==> src/common/rat_map.svh <==
`ifndef RAT_MAP_SVH
`define RAT_MAP_SVH

// Rates for the low-speed phase accumulator, in Hz.
`define RAT_CLK_HZ 27'h2625a00
`define RAT_LS_HZ 27'h0008000
// Low-speed cycles per second and per sixteenth of a second.
`define RAT_LS_PER_SEC 32768
`define RAT_LS_PER_16 2048

// Register offsets.
`define RAT_OFS_SEC 4'h0
`define RAT_OFS_MIN 4'h1
`define RAT_OFS_HOUR 4'h2
`define RAT_OFS_WDAY 4'h3
`define RAT_OFS_DATE 4'h4
`define RAT_OFS_BANK 4'h7
`define RAT_OFS_RESET 4'h8

// Bank control register fields.
`define RAT_BK_IRQEN 7
`define RAT_BK_ADJ 4
`define RAT_BK_RUN 3
`define RAT_BK_ALM 2
`define RAT_BK_SEL 0

// Counter reset control register fields.
`define RAT_RC_DIS1 7
`define RAT_RC_DIS16 6
`define RAT_RC_SRST 5
`define RAT_RC_APRE 4
`define RAT_RC_FILL_MSB 2
`define RAT_RC_FILL_RST 3'h7

// Alarm preset values and time reset values, BCD.
`define RAT_PRE_MIN 8'h00
`define RAT_PRE_HOUR 8'h00
`define RAT_PRE_DATE 8'h01
`define RAT_PRE_WDAY 8'h00
`define RAT_ZERO8 8'h00

// BCD limits.
`define RAT_SEC_TOP 8'h59
`define RAT_MIN_TOP 8'h59
`define RAT_HOUR_TOP 8'h23
`define RAT_WDAY_TOP 8'h06
`define RAT_DATE_TOP 8'h31
`define RAT_DATE_BASE 8'h01
`define RAT_SEC_HALF 8'h30
`define RAT_BCD_NINE 4'h9

`endif

==> src/common/rat_pkg.sv <==
`default_nettype none
package rat_pkg;
	// Alarm pin pulse sequencer states.
	typedef enum logic [1:0] {
		RAT_IDLE = 2'b01,
		RAT_PULSE = 2'b10
	} rat_pulse_state_t;
endpackage
`default_nettype wire

==> src/hw/rat_alarm_tick_control.sv <==
// Summary of operation
// - Seconds counter divides low-speed clock to 1 Hz.
// - Tick disables and alarm enable choose source.
// - Seconds reset request clears counter, reads pending.
// - Alarm preset loads 00:00, day 01, Sunday.
// - 1 Hz interrupt coincides with seconds increment.
// - First tick one second after seconds reset.
// - Run enable low freezes time except for a pending round, counter keeps running.
// - Bank select one routes writes to alarm bank.
// - Interrupt pulse one low-speed cycle, with pin.
// - Time matching alarm pulses pin low, interrupts.
// - Alarm logic steps on low-speed clock ticks.
// - 1 Hz source gives periodic low pin pulse.
`timescale 1ns/1ps
`default_nettype none
`include "rat_map.svh"
module rat_alarm_tick_control #(
	parameter int LS_PER_SEC = `RAT_LS_PER_SEC,
	parameter int LS_PER_16 = `RAT_LS_PER_16
) (
	input wire logic clock,
	input wire logic rst_n,
	input wire logic [3:0] reg_addr,
	input wire logic [7:0] reg_wdata,
	input wire logic reg_wr,
	input wire logic reg_rd,
	output logic [7:0] reg_rdata,
	output logic alarm_pin_n,
	output logic clock_irq_n
);
	logic ls_tick, sec_tick, hz16_tick;
	logic seconds_round_request_pending;
	logic [7:0] t_sec, t_min, t_hour, t_wday, t_date;

	// Control bits.
	logic irq_en_q, irq_en_d, run_en_q, run_en_d, alm_en_q, alm_en_d;
	logic bank_sel_q, bank_sel_d, dis1_q, dis1_d, dis16_q, dis16_d;
	logic srst_q, srst_d;
	logic [2:0] fill_q, fill_d;
	// Alarm bank.
	logic [7:0] a_min_q, a_min_d, a_hour_q, a_hour_d;
	logic [7:0] a_wday_q, a_wday_d, a_date_q, a_date_d;
	// Read path.
	logic [7:0] rdata_q, rdata_d;
	// Event and pin sequencing.
	rat_pkg::rat_pulse_state_t state_q, state_d;
	logic match_prev_q, match_prev_d;
	logic pin_q, pin_d, irq_q, irq_d;

	logic wr_bank, wr_reset, wr_time_ofs, time_wr, alarm_wr;
	logic src_alarm, src_1hz, src_16hz, match, fire;

	// Divider and seconds counter; a pending seconds reset is applied at a low-speed tick.
	rat_ls_divider #(
		.LS_PER_SEC(LS_PER_SEC),
		.LS_PER_16(LS_PER_16)
	) u_div (
		.clock(clock),
		.rst_n(rst_n),
		.sec_clear(srst_q),
		.ls_tick(ls_tick),
		.sec_tick(sec_tick),
		.hz16_tick(hz16_tick)
	);

	// Time-of-day bank, stepped by the 1 Hz tick.
	rat_time_keeper u_time (
		.clock(clock),
		.rst_n(rst_n),
		.sec_tick(sec_tick),
		.run_en(run_en_q),
		.seconds_round_request_set(wr_bank && reg_wdata[`RAT_BK_ADJ]),
		.wr_en(time_wr),
		.wr_field(reg_addr),
		.wr_data(reg_wdata),
		.seconds_round_request_pending(seconds_round_request_pending),
		.sec(t_sec),
		.minute(t_min),
		.hour(t_hour),
		.wday(t_wday),
		.date(t_date)
	);

	// Address decode for writes.
	always_comb begin
		wr_bank = reg_wr && (reg_addr == `RAT_OFS_BANK);
		wr_reset = reg_wr && (reg_addr == `RAT_OFS_RESET);
		wr_time_ofs = (reg_addr == `RAT_OFS_SEC) || (reg_addr == `RAT_OFS_MIN) ||
			(reg_addr == `RAT_OFS_HOUR) || (reg_addr == `RAT_OFS_WDAY) ||
			(reg_addr == `RAT_OFS_DATE);
		time_wr = reg_wr && wr_time_ofs && !bank_sel_q;
		// The alarm bank has no seconds field.
		alarm_wr = reg_wr && wr_time_ofs && bank_sel_q && (reg_addr != `RAT_OFS_SEC);
	end

	// Control and alarm register next values.
	always_comb begin
		irq_en_d = irq_en_q;
		run_en_d = run_en_q;
		alm_en_d = alm_en_q;
		bank_sel_d = bank_sel_q;
		dis1_d = dis1_q;
		dis16_d = dis16_q;
		fill_d = fill_q;
		srst_d = srst_q;
		a_min_d = a_min_q;
		a_hour_d = a_hour_q;
		a_wday_d = a_wday_q;
		a_date_d = a_date_q;
		if (wr_bank) begin
			irq_en_d = reg_wdata[`RAT_BK_IRQEN];
			run_en_d = reg_wdata[`RAT_BK_RUN];
			alm_en_d = reg_wdata[`RAT_BK_ALM];
			bank_sel_d = reg_wdata[`RAT_BK_SEL];
		end
		// The pending reset retires at the low-speed tick that clears the counter.
		if (ls_tick) begin
			srst_d = 1'b0;
		end
		if (wr_reset) begin
			dis1_d = reg_wdata[`RAT_RC_DIS1];
			dis16_d = reg_wdata[`RAT_RC_DIS16];
			fill_d = reg_wdata[`RAT_RC_FILL_MSB:0];
			// A new request wins over retirement in the same cycle; writing zero leaves it.
			if (reg_wdata[`RAT_RC_SRST]) begin
				srst_d = 1'b1;
			end
			if (reg_wdata[`RAT_RC_APRE]) begin
				a_min_d = `RAT_PRE_MIN;
				a_hour_d = `RAT_PRE_HOUR;
				a_date_d = `RAT_PRE_DATE;
				a_wday_d = `RAT_PRE_WDAY;
			end
		end
		if (alarm_wr) begin
			unique case (reg_addr)
				`RAT_OFS_MIN: a_min_d = reg_wdata;
				`RAT_OFS_HOUR: a_hour_d = reg_wdata;
				`RAT_OFS_WDAY: a_wday_d = reg_wdata;
				`RAT_OFS_DATE: a_date_d = reg_wdata;
				default: a_min_d = a_min_d;
			endcase
		end
	end

	// Control and alarm registers.
	always_ff @(posedge clock or negedge rst_n) begin
		if (!rst_n) begin
			irq_en_q <= 1'b0;
			run_en_q <= 1'b0;
			alm_en_q <= 1'b0;
			bank_sel_q <= 1'b0;
			dis1_q <= 1'b1;
			dis16_q <= 1'b1;
			fill_q <= `RAT_RC_FILL_RST;
			srst_q <= 1'b0;
			a_min_q <= `RAT_PRE_MIN;
			a_hour_q <= `RAT_PRE_HOUR;
			a_wday_q <= `RAT_PRE_WDAY;
			a_date_q <= `RAT_PRE_DATE;
		end else begin
			irq_en_q <= irq_en_d;
			run_en_q <= run_en_d;
			alm_en_q <= alm_en_d;
			bank_sel_q <= bank_sel_d;
			dis1_q <= dis1_d;
			dis16_q <= dis16_d;
			fill_q <= fill_d;
			srst_q <= srst_d;
			a_min_q <= a_min_d;
			a_hour_q <= a_hour_d;
			a_wday_q <= a_wday_d;
			a_date_q <= a_date_d;
		end
	end

	// Read data for the cycle after the strobe; unmapped offsets read zero.
	always_comb begin
		rdata_d = `RAT_ZERO8;
		if (reg_rd) begin
			unique case (reg_addr)
				`RAT_OFS_SEC: rdata_d = bank_sel_q ? `RAT_ZERO8 : t_sec;
				`RAT_OFS_MIN: rdata_d = bank_sel_q ? a_min_q : t_min;
				`RAT_OFS_HOUR: rdata_d = bank_sel_q ? a_hour_q : t_hour;
				`RAT_OFS_WDAY: rdata_d = bank_sel_q ? a_wday_q : t_wday;
				`RAT_OFS_DATE: rdata_d = bank_sel_q ? a_date_q : t_date;
				`RAT_OFS_BANK: rdata_d = {irq_en_q, 2'b00, seconds_round_request_pending, run_en_q,
					alm_en_q, 1'b0, bank_sel_q};
				// Bit 3 and the preset bit read zero; the pending reset reads one.
				`RAT_OFS_RESET: rdata_d = {dis1_q, dis16_q, srst_q, 2'b00, fill_q};
				default: rdata_d = `RAT_ZERO8;
			endcase
		end
	end

	// Read data register.
	always_ff @(posedge clock or negedge rst_n) begin
		if (!rst_n) begin
			rdata_q <= `RAT_ZERO8;
		end else begin
			rdata_q <= rdata_d;
		end
	end

	// Source selection and events. The alarm fires on the first tick of a match, so a match
	// that lasts a whole minute gives one pulse, not sixty.
	always_comb begin
		src_alarm = dis1_q && dis16_q && alm_en_q;
		src_1hz = !dis1_q && dis16_q && !alm_en_q;
		src_16hz = dis1_q && !dis16_q && !alm_en_q;
		match = (t_min == a_min_q) && (t_hour == a_hour_q) && (t_date == a_date_q) &&
			(t_wday == a_wday_q);
		fire = irq_en_q && ((src_alarm && match && !match_prev_q) ||
			(src_1hz && sec_tick) ||
			(src_16hz && hz16_tick));
	end

	// Pin and interrupt sequencer, stepped only on low-speed ticks.
	always_comb begin
		state_d = state_q;
		match_prev_d = match_prev_q;
		pin_d = pin_q;
		irq_d = irq_q;
		if (ls_tick) begin
			match_prev_d = match;
			unique case (state_q)
				rat_pkg::RAT_IDLE: begin
					if (fire) begin
						state_d = rat_pkg::RAT_PULSE;
						pin_d = 1'b0;
						irq_d = 1'b0;
					end
				end
				rat_pkg::RAT_PULSE: begin
					if (!fire) begin
						state_d = rat_pkg::RAT_IDLE;
						pin_d = 1'b1;
						irq_d = 1'b1;
					end
				end
				default: begin
					state_d = rat_pkg::RAT_IDLE;
					pin_d = 1'b1;
					irq_d = 1'b1;
				end
			endcase
		end
	end

	// Sequencer registers; both lines idle high.
	always_ff @(posedge clock or negedge rst_n) begin
		if (!rst_n) begin
			state_q <= rat_pkg::RAT_IDLE;
			match_prev_q <= 1'b0;
			pin_q <= 1'b1;
			irq_q <= 1'b1;
		end else begin
			state_q <= state_d;
			match_prev_q <= match_prev_d;
			pin_q <= pin_d;
			irq_q <= irq_d;
		end
	end

	assign reg_rdata = rdata_q;
	assign alarm_pin_n = pin_q;
	assign clock_irq_n = irq_q;
endmodule
`default_nettype wire

==> src/hw/rat_ls_divider.sv <==
`timescale 1ns/1ps
`default_nettype none
`include "rat_map.svh"
module rat_ls_divider #(
	parameter int LS_PER_SEC = `RAT_LS_PER_SEC,
	parameter int LS_PER_16 = `RAT_LS_PER_16
) (
	input wire logic clock,
	input wire logic rst_n,
	input wire logic sec_clear,
	output logic ls_tick,
	output logic sec_tick,
	output logic hz16_tick
);
	logic [26:0] acc_q;
	logic [26:0] acc_d;
	logic [26:0] sum;
	logic [14:0] sec_cnt_q;
	logic [14:0] sec_cnt_d;
	logic [10:0] sub_cnt_q;
	logic [10:0] sub_cnt_d;

	// A phase accumulator gives the exact average low-speed rate; jitter is one clock.
	always_comb begin
		sum = acc_q + `RAT_LS_HZ;
		ls_tick = (sum >= `RAT_CLK_HZ);
		acc_d = ls_tick ? (sum - `RAT_CLK_HZ) : sum;
	end

	// Seconds counter divides the low-speed rate down to 1 Hz and 16 Hz.
	always_comb begin
		sec_tick = ls_tick && (sec_cnt_q == 15'(LS_PER_SEC - 1));
		hz16_tick = ls_tick && (sub_cnt_q == 11'(LS_PER_16 - 1));
		sec_cnt_d = sec_cnt_q;
		sub_cnt_d = sub_cnt_q;
		if (ls_tick) begin
			if (sec_clear) begin
				sec_cnt_d = '0;
				sub_cnt_d = '0;
			end else begin
				sec_cnt_d = sec_tick ? '0 : sec_cnt_q + 15'h0001;
				sub_cnt_d = (sub_cnt_q == 11'(LS_PER_16 - 1)) ? '0 : sub_cnt_q + 11'h001;
			end
		end
	end

	// State registers.
	always_ff @(posedge clock or negedge rst_n) begin
		if (!rst_n) begin
			acc_q <= '0;
			sec_cnt_q <= '0;
			sub_cnt_q <= '0;
		end else begin
			acc_q <= acc_d;
			sec_cnt_q <= sec_cnt_d;
			sub_cnt_q <= sub_cnt_d;
		end
	end
endmodule
`default_nettype wire

==> src/hw/rat_time_keeper.sv <==
`timescale 1ns/1ps
`default_nettype none
`include "rat_map.svh"
module rat_time_keeper (
	input wire logic clock,
	input wire logic rst_n,
	input wire logic sec_tick,
	input wire logic run_en,
	input wire logic seconds_round_request_set,
	input wire logic wr_en,
	input wire logic [3:0] wr_field,
	input wire logic [7:0] wr_data,
	output logic seconds_round_request_pending,
	output logic [7:0] sec,
	output logic [7:0] minute,
	output logic [7:0] hour,
	output logic [7:0] wday,
	output logic [7:0] date
);
	logic [7:0] sec_q, sec_d, min_q, min_d, hour_q, hour_d;
	logic [7:0] wday_q, wday_d, date_q, date_d;
	logic adj_q, adj_d;
	logic [8:0] s_step, m_step, h_step, w_step, d_step;
	logic min_carry;

	// BCD increment with wrap; the top bit of the result is the carry out.
	function automatic logic [8:0] bcd_step(input logic [7:0] v, input logic [7:0] top,
			input logic [7:0] base);
		logic [8:0] r;
		r = {1'b0, v + 8'h01};
		if (v == top) begin
			r = {1'b1, base};
		end else if (v[3:0] == `RAT_BCD_NINE) begin
			r = {1'b0, v[7:4] + 4'h1, 4'h0};
		end
		return r;
	endfunction

	// Carry chain. Month lengths are not modelled; the date wraps after 31.
	always_comb begin
		s_step = bcd_step(sec_q, `RAT_SEC_TOP, `RAT_ZERO8);
		min_carry = adj_q ? (sec_q >= `RAT_SEC_HALF) : s_step[8];
		m_step = bcd_step(min_q, `RAT_MIN_TOP, `RAT_ZERO8);
		h_step = bcd_step(hour_q, `RAT_HOUR_TOP, `RAT_ZERO8);
		w_step = bcd_step(wday_q, `RAT_WDAY_TOP, `RAT_ZERO8);
		d_step = bcd_step(date_q, `RAT_DATE_TOP, `RAT_DATE_BASE);
		sec_d = sec_q;
		min_d = min_q;
		hour_d = hour_q;
		wday_d = wday_q;
		date_d = date_q;
		adj_d = adj_q;
		// A pending round is applied at the count-up even with the clock stopped.
		if (sec_tick && (run_en || adj_q)) begin
			sec_d = adj_q ? `RAT_ZERO8 : s_step[7:0];
			adj_d = 1'b0;
			if (min_carry) begin
				min_d = m_step[7:0];
				if (m_step[8]) begin
					hour_d = h_step[7:0];
					if (h_step[8]) begin
						wday_d = w_step[7:0];
						date_d = d_step[7:0];
					end
				end
			end
		end
		// A new request wins over completion in the same cycle.
		if (seconds_round_request_set) begin
			adj_d = 1'b1;
		end
		// Software writes override the count, so writes belong after a tick.
		if (wr_en) begin
			unique case (wr_field)
				`RAT_OFS_SEC: sec_d = wr_data;
				`RAT_OFS_MIN: min_d = wr_data;
				`RAT_OFS_HOUR: hour_d = wr_data;
				`RAT_OFS_WDAY: wday_d = wr_data;
				`RAT_OFS_DATE: date_d = wr_data;
				default: sec_d = sec_d;
			endcase
		end
	end

	// Time-of-day registers.
	always_ff @(posedge clock or negedge rst_n) begin
		if (!rst_n) begin
			sec_q <= `RAT_ZERO8;
			min_q <= `RAT_ZERO8;
			hour_q <= `RAT_ZERO8;
			wday_q <= `RAT_ZERO8;
			date_q <= `RAT_DATE_BASE;
			adj_q <= 1'b0;
		end else begin
			sec_q <= sec_d;
			min_q <= min_d;
			hour_q <= hour_d;
			wday_q <= wday_d;
			date_q <= date_d;
			adj_q <= adj_d;
		end
	end

	assign seconds_round_request_pending = adj_q;
	assign sec = sec_q;
	assign minute = min_q;
	assign hour = hour_q;
	assign wday = wday_q;
	assign date = date_q;
endmodule
`default_nettype wire

==> config.mk <==
export PLATFORM = sky130hd
export DESIGN_NAME = rat_alarm_tick_control
export DESIGN_NICKNAME = d
export VERILOG_FILES = /design/src/common/rat_pkg.sv /design/src/hw/rat_alarm_tick_control.sv /design/src/hw/rat_ls_divider.sv /design/src/hw/rat_time_keeper.sv
export VERILOG_INCLUDE_DIRS = /design/src /design/src/common
export SDC_FILE = /design/constraint.sdc
export NUM_CORES = 1
export LEC_CHECK = 0
export ABC_AREA = 1
export BUFFER_PORTS_ARGS = -buffer_cell sky130_fd_sc_hd__buf_2
export CAP_MARGIN = 40
export CORE_MARGIN = 10
export CORE_UTILIZATION = 50
export DETAILED_ROUTE_END_ITERATION = 12
export GPL_TIMING_DRIVEN = 0
export MAX_ROUTING_LAYER = met4
export PLACE_DENSITY = 0.66
export SYNTH_ARGS = -nofsm -noshare
export SYNTH_HDL_FRONTEND = slang
export SYNTH_SLANG_ARGS = --single-unit
==> constraint.sdc <==
create_clock -name clock -period 2.64 [get_ports clock]
set_input_delay 0.132 -clock clock [delete_from_list [all_inputs] [get_ports clock]]
set_output_delay 0.132 -clock clock [all_outputs]
set_load 0.02 [all_outputs]
* After elaboration in Yosys (flattened, before gate mapping)
Index checks and enable logic that the tools add are counted.
** Operators by class
- Muxes and demuxes :: 75
- Order comparisons :: 2
- Add/subtract/negate cells :: 14
- Eq/ne operators :: 26
- Reduce and logical (&&, ||, !) cells :: 40
** Operators with widths (number)
- $mux 8 :: 54
- $pmux 8 s7 :: 1
- $add 8x1->8 const B :: 5
- $eq 8x8->1 :: 4
- $mux 15 :: 2
- $add 27x16->27 const B :: 1
- $ge 27x26->1 const B :: 1
- $mux 27 :: 1
- $mux 9 :: 3
- $sub 27x26->27 const B :: 1
- $eq 4x4->1 const B :: 6
- $logic_and 1x1->1 :: 24
- $mux 11 :: 2
- $add 4x1->4 const B :: 5
- $eq 8x6->1 const B :: 2
- $eq 8x7->1 const B :: 2
- $add 15x1->15 const B :: 1
- $eq 15x15->1 const B :: 1
- $add 11x1->11 const B :: 1
- $eq 11x11->1 const B :: 1
- $eq 4x2->1 const B :: 2
- $eq 4x3->1 const B :: 2
- $eq 8x3->1 const B :: 1
- $ge 8x6->1 const B :: 1
- other kinds (14) :: 33
** Storage, ports and cells
- Register bits :: 148
- Word-level logic and storage cells :: 182
- Input port bits :: 16
- Output and inout bits :: 10

* Longest topological paths before layout
Gate-level depths: netlist of the first run.
- Word-level depth :: 11
- Mapped depth :: 19

* By module
Synthesis of the first run repeated with hierarchy kept, for this count alone.
** Second synthesis, totals
- Cell total of the unflattened synthesis :: 1368
- Area total of the unflattened synthesis :: 9611.7 um^2
** Modules (own cells, without submodules)
- rat_time_keeper :: area each 3358.2 um^2, cells an instance 503, instances 1
- rat_alarm_tick_control :: area each 3300.7 um^2, cells an instance 449, instances 1
- rat_ls_divider :: area each 2952.8 um^2, cells an instance 416, instances 1

* Worst setup path before layout of the first run
OpenSTA, ideal clock, no wires.
- Kind :: flip-flop to flip-flop
- Start point :: register u_div.sec_cnt_q[0]
- End point :: register u_time.date_q[1], in the netlist u_time.date[1]
- Clock period less this slack :: 2.172 ns
- Stages on the path, launching flop included :: 18
- Buffers on the path :: 1
- Arrival time :: 2.042 ns
- Path slack :: 0.468 ns
- Path through :: dfrtp_1 -> ha_1 -> nand2_1 -> nor2_2 -> inv_2 -> nor2_4 -> nand2_2 -> nor2_4 -> nand3_1 -> nor2_1 -> nand2_1 -> nor2_4 -> nand3_2 -> inv_2 -> nand2_2 -> buf_6 -> o211ai_1 -> o21ai_1
** On the way
- Longest elaborated chain between the ends :: 6
** RTL lines
- start, declared :: RTL line rat_ls_divider.sv:18 : logic [14:0] sec_cnt_q;
- start signal, assigned :: RTL line rat_ls_divider.sv:55 : sec_cnt_q <= sec_cnt_d;
- $eq 15x15->1 * :: RTL line rat_ls_divider.sv:32 : sec_tick = ls_tick && (sec_cnt_q == 15'(LS_PER_SEC - 1));
- $logic_and 1x1->1 * :: RTL line rat_ls_divider.sv:32
- $logic_and 1x1->1 * :: RTL line rat_time_keeper.sv:54 : if (sec_tick && (run_en || adj_q)) begin
- $mux 8 * :: RTL line rat_time_keeper.sv:54
- $mux 8 :: RTL line rat_time_keeper.sv:74 : unique case (wr_field)
- $mux 8 * :: RTL line rat_time_keeper.sv:73 : if (wr_en) begin
- named net u_time.date_d[1] :: RTL line rat_time_keeper.sv:21 : logic [7:0] wday_q, wday_d, date_q, date_d;
- end signal, assigned :: RTL line rat_time_keeper.sv:92 : date_q <= `RAT_DATE_BASE;
- end signal, assigned :: RTL line rat_time_keeper.sv:99 : date_q <= date_d;
- end, declared :: RTL line rat_time_keeper.sv:21
Mark *: on every way through the listed nets, which the timed path passes. The rest lies on a longest branch.
A chain may end at the register's enable or synchronous reset.

* Worst setup path in the final report of the first run
Same ends and word-level chain as after synthesis.

==> flow_summary.json, run 1 <==
{
  "drc_errors": 0,
  "synth.most_common_cell": "nand2_1",
  "grt_util_met3": 0.0564,
  "critPathSlowestCell": "dfrtp_1",
  "whs_ns": 0.0698,
  "drt-wirelength-per-cell_um": 18.4,
  "crit_fanout": 10,
  "worst_slack_ns": 0.140,
  "yosysTopAreaCell": "dfrtp_1",
  "rsz0062_at_grt": "yes",
  "firstDrtPassIters": 6,
  "p_leak_uw": 0.00465,
  "finalPower_uw": 6120,
  "place_ws_ns": -0.152,
  "core_um2": 17400,
  "placed_cell_area_um2": 9320,
  "die_width_um": 153,
  "num_rows": 48,
  "die_h_um": 153,
  "maxCapViolations": 0,
  "placed_cells_incl_taps": 1457,
  "viasPerCell": 5.65,
  "met1_usage": 0.331,
  "clk_pin_slew_ns": 0.06,
  "cp_top_family": "simple AND/OR/NAND/NOR gates",
  "crit_path_frequent_cell": "nor2_4",
  "synth_top_area_share": 0.366,
  "cp.required_ns": 2.93,
  "grt_use_met2": 0.330,
  "postSynthRegisterBits": 138,
  "cts_tree": "done",
  "ios": 26,
  "dieArea_um2": 23500,
  "antenna_found_initial": 0,
  "drt_wl_total_um": 27700,
  "async_flop_share": 1.00,
  "drt-initial-drc-count": 794,
  "outcome": "finished, final reports clean",
  "overflow": 0,
  "start_kind": "register",
  "cellPowerDensity_nw_per_um2": 601,
  "grt_pass1_vias": 7941,
  "syn_nets": 1246,
  "final_cells": 1506,
  "hold_class": "input port to register",
  "max-slew-margin-rel": 0.462,
  "drive_gt1_frac": 0.116,
  "ys_warn_count": 0,
  "avgSynthCellArea_um2": 7.37,
  "cts_root_buf": "clkbuf_16",
  "clock_sinks": 138,
  "antenna_cells": 0,
  "syn_to_final_growth_pct": 14.7,
  "path_cells": "ha_2 > nand2_1 > nor2_2 > inv_2 > nor2_4 > nand2_2 > nor2_4 > nand3_1 > nor2_2 > nand2_1 > nor2_4 > nand3_2 > clkinv_4 > nand2_4 > buf_6 > o211ai_1 > o21ai_1",
  "h-tree-depth": 4,
  "grt_usage": 0.238,
  "worst_path_largest_cell_delay_ns": 0.35,
  "top_usage_layer": "met1",
  "synthFlopType": "dfrtp_1",
  "cp.arrival_ns": 2.79,
  "seq_area_frac_synth": 0.390,
  "skew_ns": 0.0113,
  "netlist_area_um2": 8880,
  "vias": 8502,
  "path_buf_inv": 3,
  "dpl.hpwl_um": 20400,
  "worstMarginPinSlew_ns": 0.805,
  "synth_edf_count": 0,
  "port_buffers": 25,
  "critPathKind": "register to register",
  "grt_pass1_wl_um": 43800,
  "grt_max_degree": 73,
  "final_area_um2": 10200,
  "start_util": 0.512,
  "ant_nets": 0,
  "final_nets": 1309,
  "clock.fmax_mhz": 400,
  "clockBufferDepth": 2,
  "finalCriticalPeriod_ns": 2.50,
  "cts_buffers": 17,
  "fin_crit_sh": 0.947,
  "synth_commonest_cells": "nand2_1, inv_1, dfrtp_1",
  "ir_worst_vdd_uv": 520,
  "yosysUniqueCellTypes": 51,
  "hold_viol": 0,
  "critPathCaptureType": "register",
  "synth_area_leaders": "dfrtp_1, nand2_1, inv_1",
  "drv_slew": 0,
  "setup_viol": 0,
  "clkLatencyLatePin_ns": 0.42,
  "place_congestion": 0.979,
  "synthCells": 1206
}
[worst paths after layout]
check / start / endpoint / slack [ns] / cells after the start
min: reg_wdata[2] / a_date_q[2] / 0.07 / 3
max: u_div.sec_cnt_q[0] / u_time.date[1] / 0.14 / 17
max in group asynchronous: rst_n / dis1_q / 1.56 / 3
min reg2reg: fill_q[2] / fill_q[2] / 0.49 / 2
min in group asynchronous: rst_n / u_div.acc_q[19] / 0.29 / 2
max reg2reg: u_div.sec_cnt_q[0] / u_time.date[1] / 0.14 / 17
[registers in the layout (all words and copies together), names as in the netlist, 8 cells and up]
signal and flops:
u_time.date 8, a_wday_q 8, a_min_q 8, u_time.hour 8, u_time.minute 8, u_time.sec 8
u_div.sub_cnt_q 11, reg_rdata 8, a_hour_q 8, u_div.sec_cnt_q 15, a_date_q 8, u_div.acc_q 18
u_time.wday 8
[stage by stage]
step	setup TNS (ns)	utilization
2_1_floorplan	0	-
3_3_place_gp	-81.99	0.535
3_5_place_dp	-1.31	0.537
4_1_cts	-0.245	0.573
5_1_grt	-0.109	0.587
6_report	0	0.587
[cell type report]
type | count | area [um2]
clock inverters | 13 | 178
flip-flops and latches | 138 | 3470
clock buffers | 18 | 429
plain buffers | 27 | 154
fillers | 1646 | 7160
multi-input cells | 875 | 4760
inverters | 166 | 628
well taps | 225 | 282
repair buffers | 44 | 299
[cells by family (layout without fill, tap and decap cells)]
logic type      count (synthesis)  in the layout  share of synthesized area
compound gates                261            261                      0.174
fa+ha+maj                      24             24                     0.0338
flops                         138            138                      0.390
buf+inv                       193            268                     0.0868
simple gates                  543            543                      0.269
xor+xnor                       47             47                     0.0463
[layer usage]
layer / vias to the layer above / routed length [um]
met3: 53 / 2220
met2: 312 / 11700
li1: 4142 / -
met1: 3995 / 13100
met4: 0 / 736
met5: - / 0
[tightest hold or removal path, stage by stage]
cell and delay (ns):
buf_2 0.16, nand2_1 0.08, o21ai_0 0.07
[report_power, final]
part	switching [uW]	total [uW]	leakage, uW	internal (uW)
Sequential	237	2540	0.00176	2310
Combinational	689	1060	0.00259	366
Clock	955	2520	0.000295	1570
[repair_timing]
item                                    4_1_cts  5_1_grt
buffers inserted                              0       16
hold endpoints to repair                     63        0
endpoints found under the setup margin       19       82
cloned                                        0        0
resized for setup                             2       29
hold buffers                                  2        0
pin swaps                                     0        3
[layout by cell type, fill, tap and decap left out, types with 7 or more instances in the layout]
master / instances
a221oi_1: 8
nand2_1: 259
dfrtp_1: 127
nor2_2: 7
dfstp_2: 8
inv_2: 9
a21oi_1: 63
nor3_1: 26
xnor2_1: 12
o21ai_1: 31
nor2_1: 97
clkbuf_1: 16
ha_1: 22
nand4_1: 18
inv_1: 151
o21ai_0: 98
nor2_4: 10
clkbuf_16: 17
o211ai_1: 9
xor2_1: 34
nand3_1: 98
buf_2: 27
buf_4: 19
nand2_2: 8
Power figures use the tool's default switching activity.
==> run 2: changes to the inputs <==
CELL_PAD_IN_SITES_DETAIL_PLACEMENT = 2   (was not set)
CELL_PAD_IN_SITES_GLOBAL_PLACEMENT = 2   (was not set)
CORE_UTILIZATION = 37   (was 50)
PLACE_DENSITY = not set   (was 0.66)
PLACE_DENSITY_LB_ADDON = 0.1   (was not set)
==> flow_summary.json, run 2 (same netlist as run 1, synthesis figures left out) <==
{
  "fin_crit_sh": 1.00,
  "clk_pin_slew_ns": 0.06,
  "drv_slew": 0,
  "core_um2": 23500,
  "clock.fmax_mhz": 378,
  "grt_usage": 0.243,
  "viasPerCell": 5.61,
  "top_regs": "u_div.acc_q x18, u_div.sec_cnt_q x15, u_div.sub_cnt_q x11",
  "final_area_um2": 10600,
  "layout_commonest_cell": "nand2_1",
  "port_buffers": 25,
  "max-slew-margin-rel": 0.411,
  "rr_endpoint": "u_time.minute[2]",
  "skew_ns": 0.0121,
  "critPathKind": "register to register",
  "grt_pass1_wl_um": 56400,
  "vias": 9013,
  "r2r_start": "u_div.sec_cnt_q[0]",
  "cp.arrival_ns": 2.96,
  "top_register": "u_div.acc_q",
  "power.switching_uw": 2040,
  "reg2reg_setup_slack_ns": -0.007,
  "antenna_found_initial": 1,
  "grt_max_degree": 85,
  "syn_to_final_growth_pct": 19.0,
  "pwr-share-comb": 0.179,
  "die_h_um": 175,
  "largest_reg_flops": 18,
  "critPathCaptureType": "register",
  "final_util": 0.449,
  "finalCriticalPeriod_ns": 2.65,
  "maxCapViolations": 0,
  "regArea_um2": 3470,
  "cellPowerDensity_nw_per_um2": 603,
  "power.internal_uw": 4330,
  "fill_cells": 2790,
  "swShare": 0.320,
  "clkLatencyLatePin_ns": 0.44,
  "start_kind": "register",
  "p_leak_uw": 0.00471,
  "firstDrtPassIters": 5,
  "h-tree-depth": 4,
  "dpl.hpwl_um": 26100,
  "placed_cell_area_um2": 9480,
  "grt_pass1_vias": 9513,
  "drt-initial-drc-count": 713,
  "ant_nets": 0,
  "final_nets": 1316,
  "pwr-share-clk": 0.418,
  "drt_wl_total_um": 37100,
  "setup_viol": 1,
  "hold_viol": 0,
  "cp.required_ns": 2.95,
  "start_util": 0.377,
  "multi_input_area_um2": 4860,
  "cts_root_buf": "clkbuf_16",
  "dieArea_um2": 30600,
  "drt-wirelength-per-cell_um": 23.0,
  "clock_sinks": 138,
  "outcome": "complete, but fails checks",
  "whs_ns": 0.0380,
  "num_rows": 56,
  "finalPower_uw": 6370,
  "worst_slack_ns": -0.00667,
  "rsz0062_at_grt": "yes",
  "place_congestion": 0.914,
  "clockBufferDepth": 2,
  "die_width_um": 175,
  "crit_fanout": 10,
  "violations": "setup timing",
  "drc_errors": 0,
  "seq_power_share": 0.403,
  "cts_tree": "done",
  "ios": 26,
  "overflow": 0,
  "worstMarginPinSlew_ns": 0.880,
  "cts_buffers": 17,
  "ir_worst_vdd_uv": 375,
  "drive_gt1_frac": 0.137,
  "hold_class": "input port to async pin",
  "mostFrequentLayoutCells": "nand2_1, inv_1, dfrtp_1, o21ai_0, nand3_1",
  "r2r_cells": 17
}
[run 2: timing repair]
action,4_1_cts,5_1_grt
pin swaps,1,11
hold endpoints to repair,83,0
hold buffers,2,0
cloned,0,1
resized for setup,25,43
setup buffers,4,16
setup endpoints to repair,83,79
[run 2: power groups by stage]
stage	Combinational (uW)	Sequential [uW]	Clock (uW)
2_1_floorplan	660	2510	0
3_3_place_gp	1020	2580	0
3_5_place_dp	1080	2590	0
4_1_cts	1110	2560	2690
5_1_grt	1270	2590	2780
6_report	1140	2570	2660
[run 2: worst max path at each step]
stage / startpoint / endpoint / cells past startpoint
floorplan: u_div.sec_cnt_q[0] / u_time.date[1] / 17
global placement: rst_n / u_time.hour[2] / 1
finish: u_div.sec_cnt_q[0] / u_time.minute[2] / 17
CTS: u_div.acc_q[15] / u_time.sec[0] / 16
global route: u_div.sec_cnt_q[0] / u_time.minute[2] / 17
detailed placement: u_div.acc_q[15] / u_time.wday[2] / 16
[run 2: critical path: stages (launching register included)]
cell and delay [ns]:
dfrtp_1 0.44, ha_4 0.18, nand2_1 0.06, nor2_2 0.10
inv_2 0.06, nor2_4 0.10, nand2_2 0.08, nor2_4 0.15
nand3_1 0.10, nor2_2 0.12, nand2_1 0.10, nor2_4 0.19
nand3_4 0.12, clkbuf_4 0.23, o21ai_0 0.21, a21oi_1 0.07
o21ai_1 0.11, nand2_1 0.08
[run 2: cell type report]
| class | count | area share |
|---|---|---|
| antenna | 1 | 0.000237 |
| buffer | 27 | 0.0168 |
| sequential | 138 | 0.328 |
| multi-input combinational | 875 | 0.460 |
| inverter | 166 | 0.0597 |
| timing repair buffer | 51 | 0.0368 |
| clock buffer | 20 | 0.0442 |
| tap | 319 | 0.0378 |
| clock inverter | 11 | 0.0160 |
[run 2: per-stage QoR]
stage               worst slack, ns  instances  TNS [ns]
finish                     -0.00667       1608  -0.00667
global route                 -0.178       1608     -3.16
CTS                          0.0114       1590         0
detailed placement           -0.295       1553     -9.10
global placement             -0.806       1550   -109.44
floorplan                     0.468       1206         0
[run 2: metal layers]
metal | vias to the layer above | GRT usage | share of wire
li1 | 4157 | - | -
met5 | - | - | 0
met4 | 0 | 0.0728 | 0.021
met1 | 4610 | 0.319 | 0.46
met3 | 45 | 0.0394 | 0.041
met2 | 201 | 0.377 | 0.48
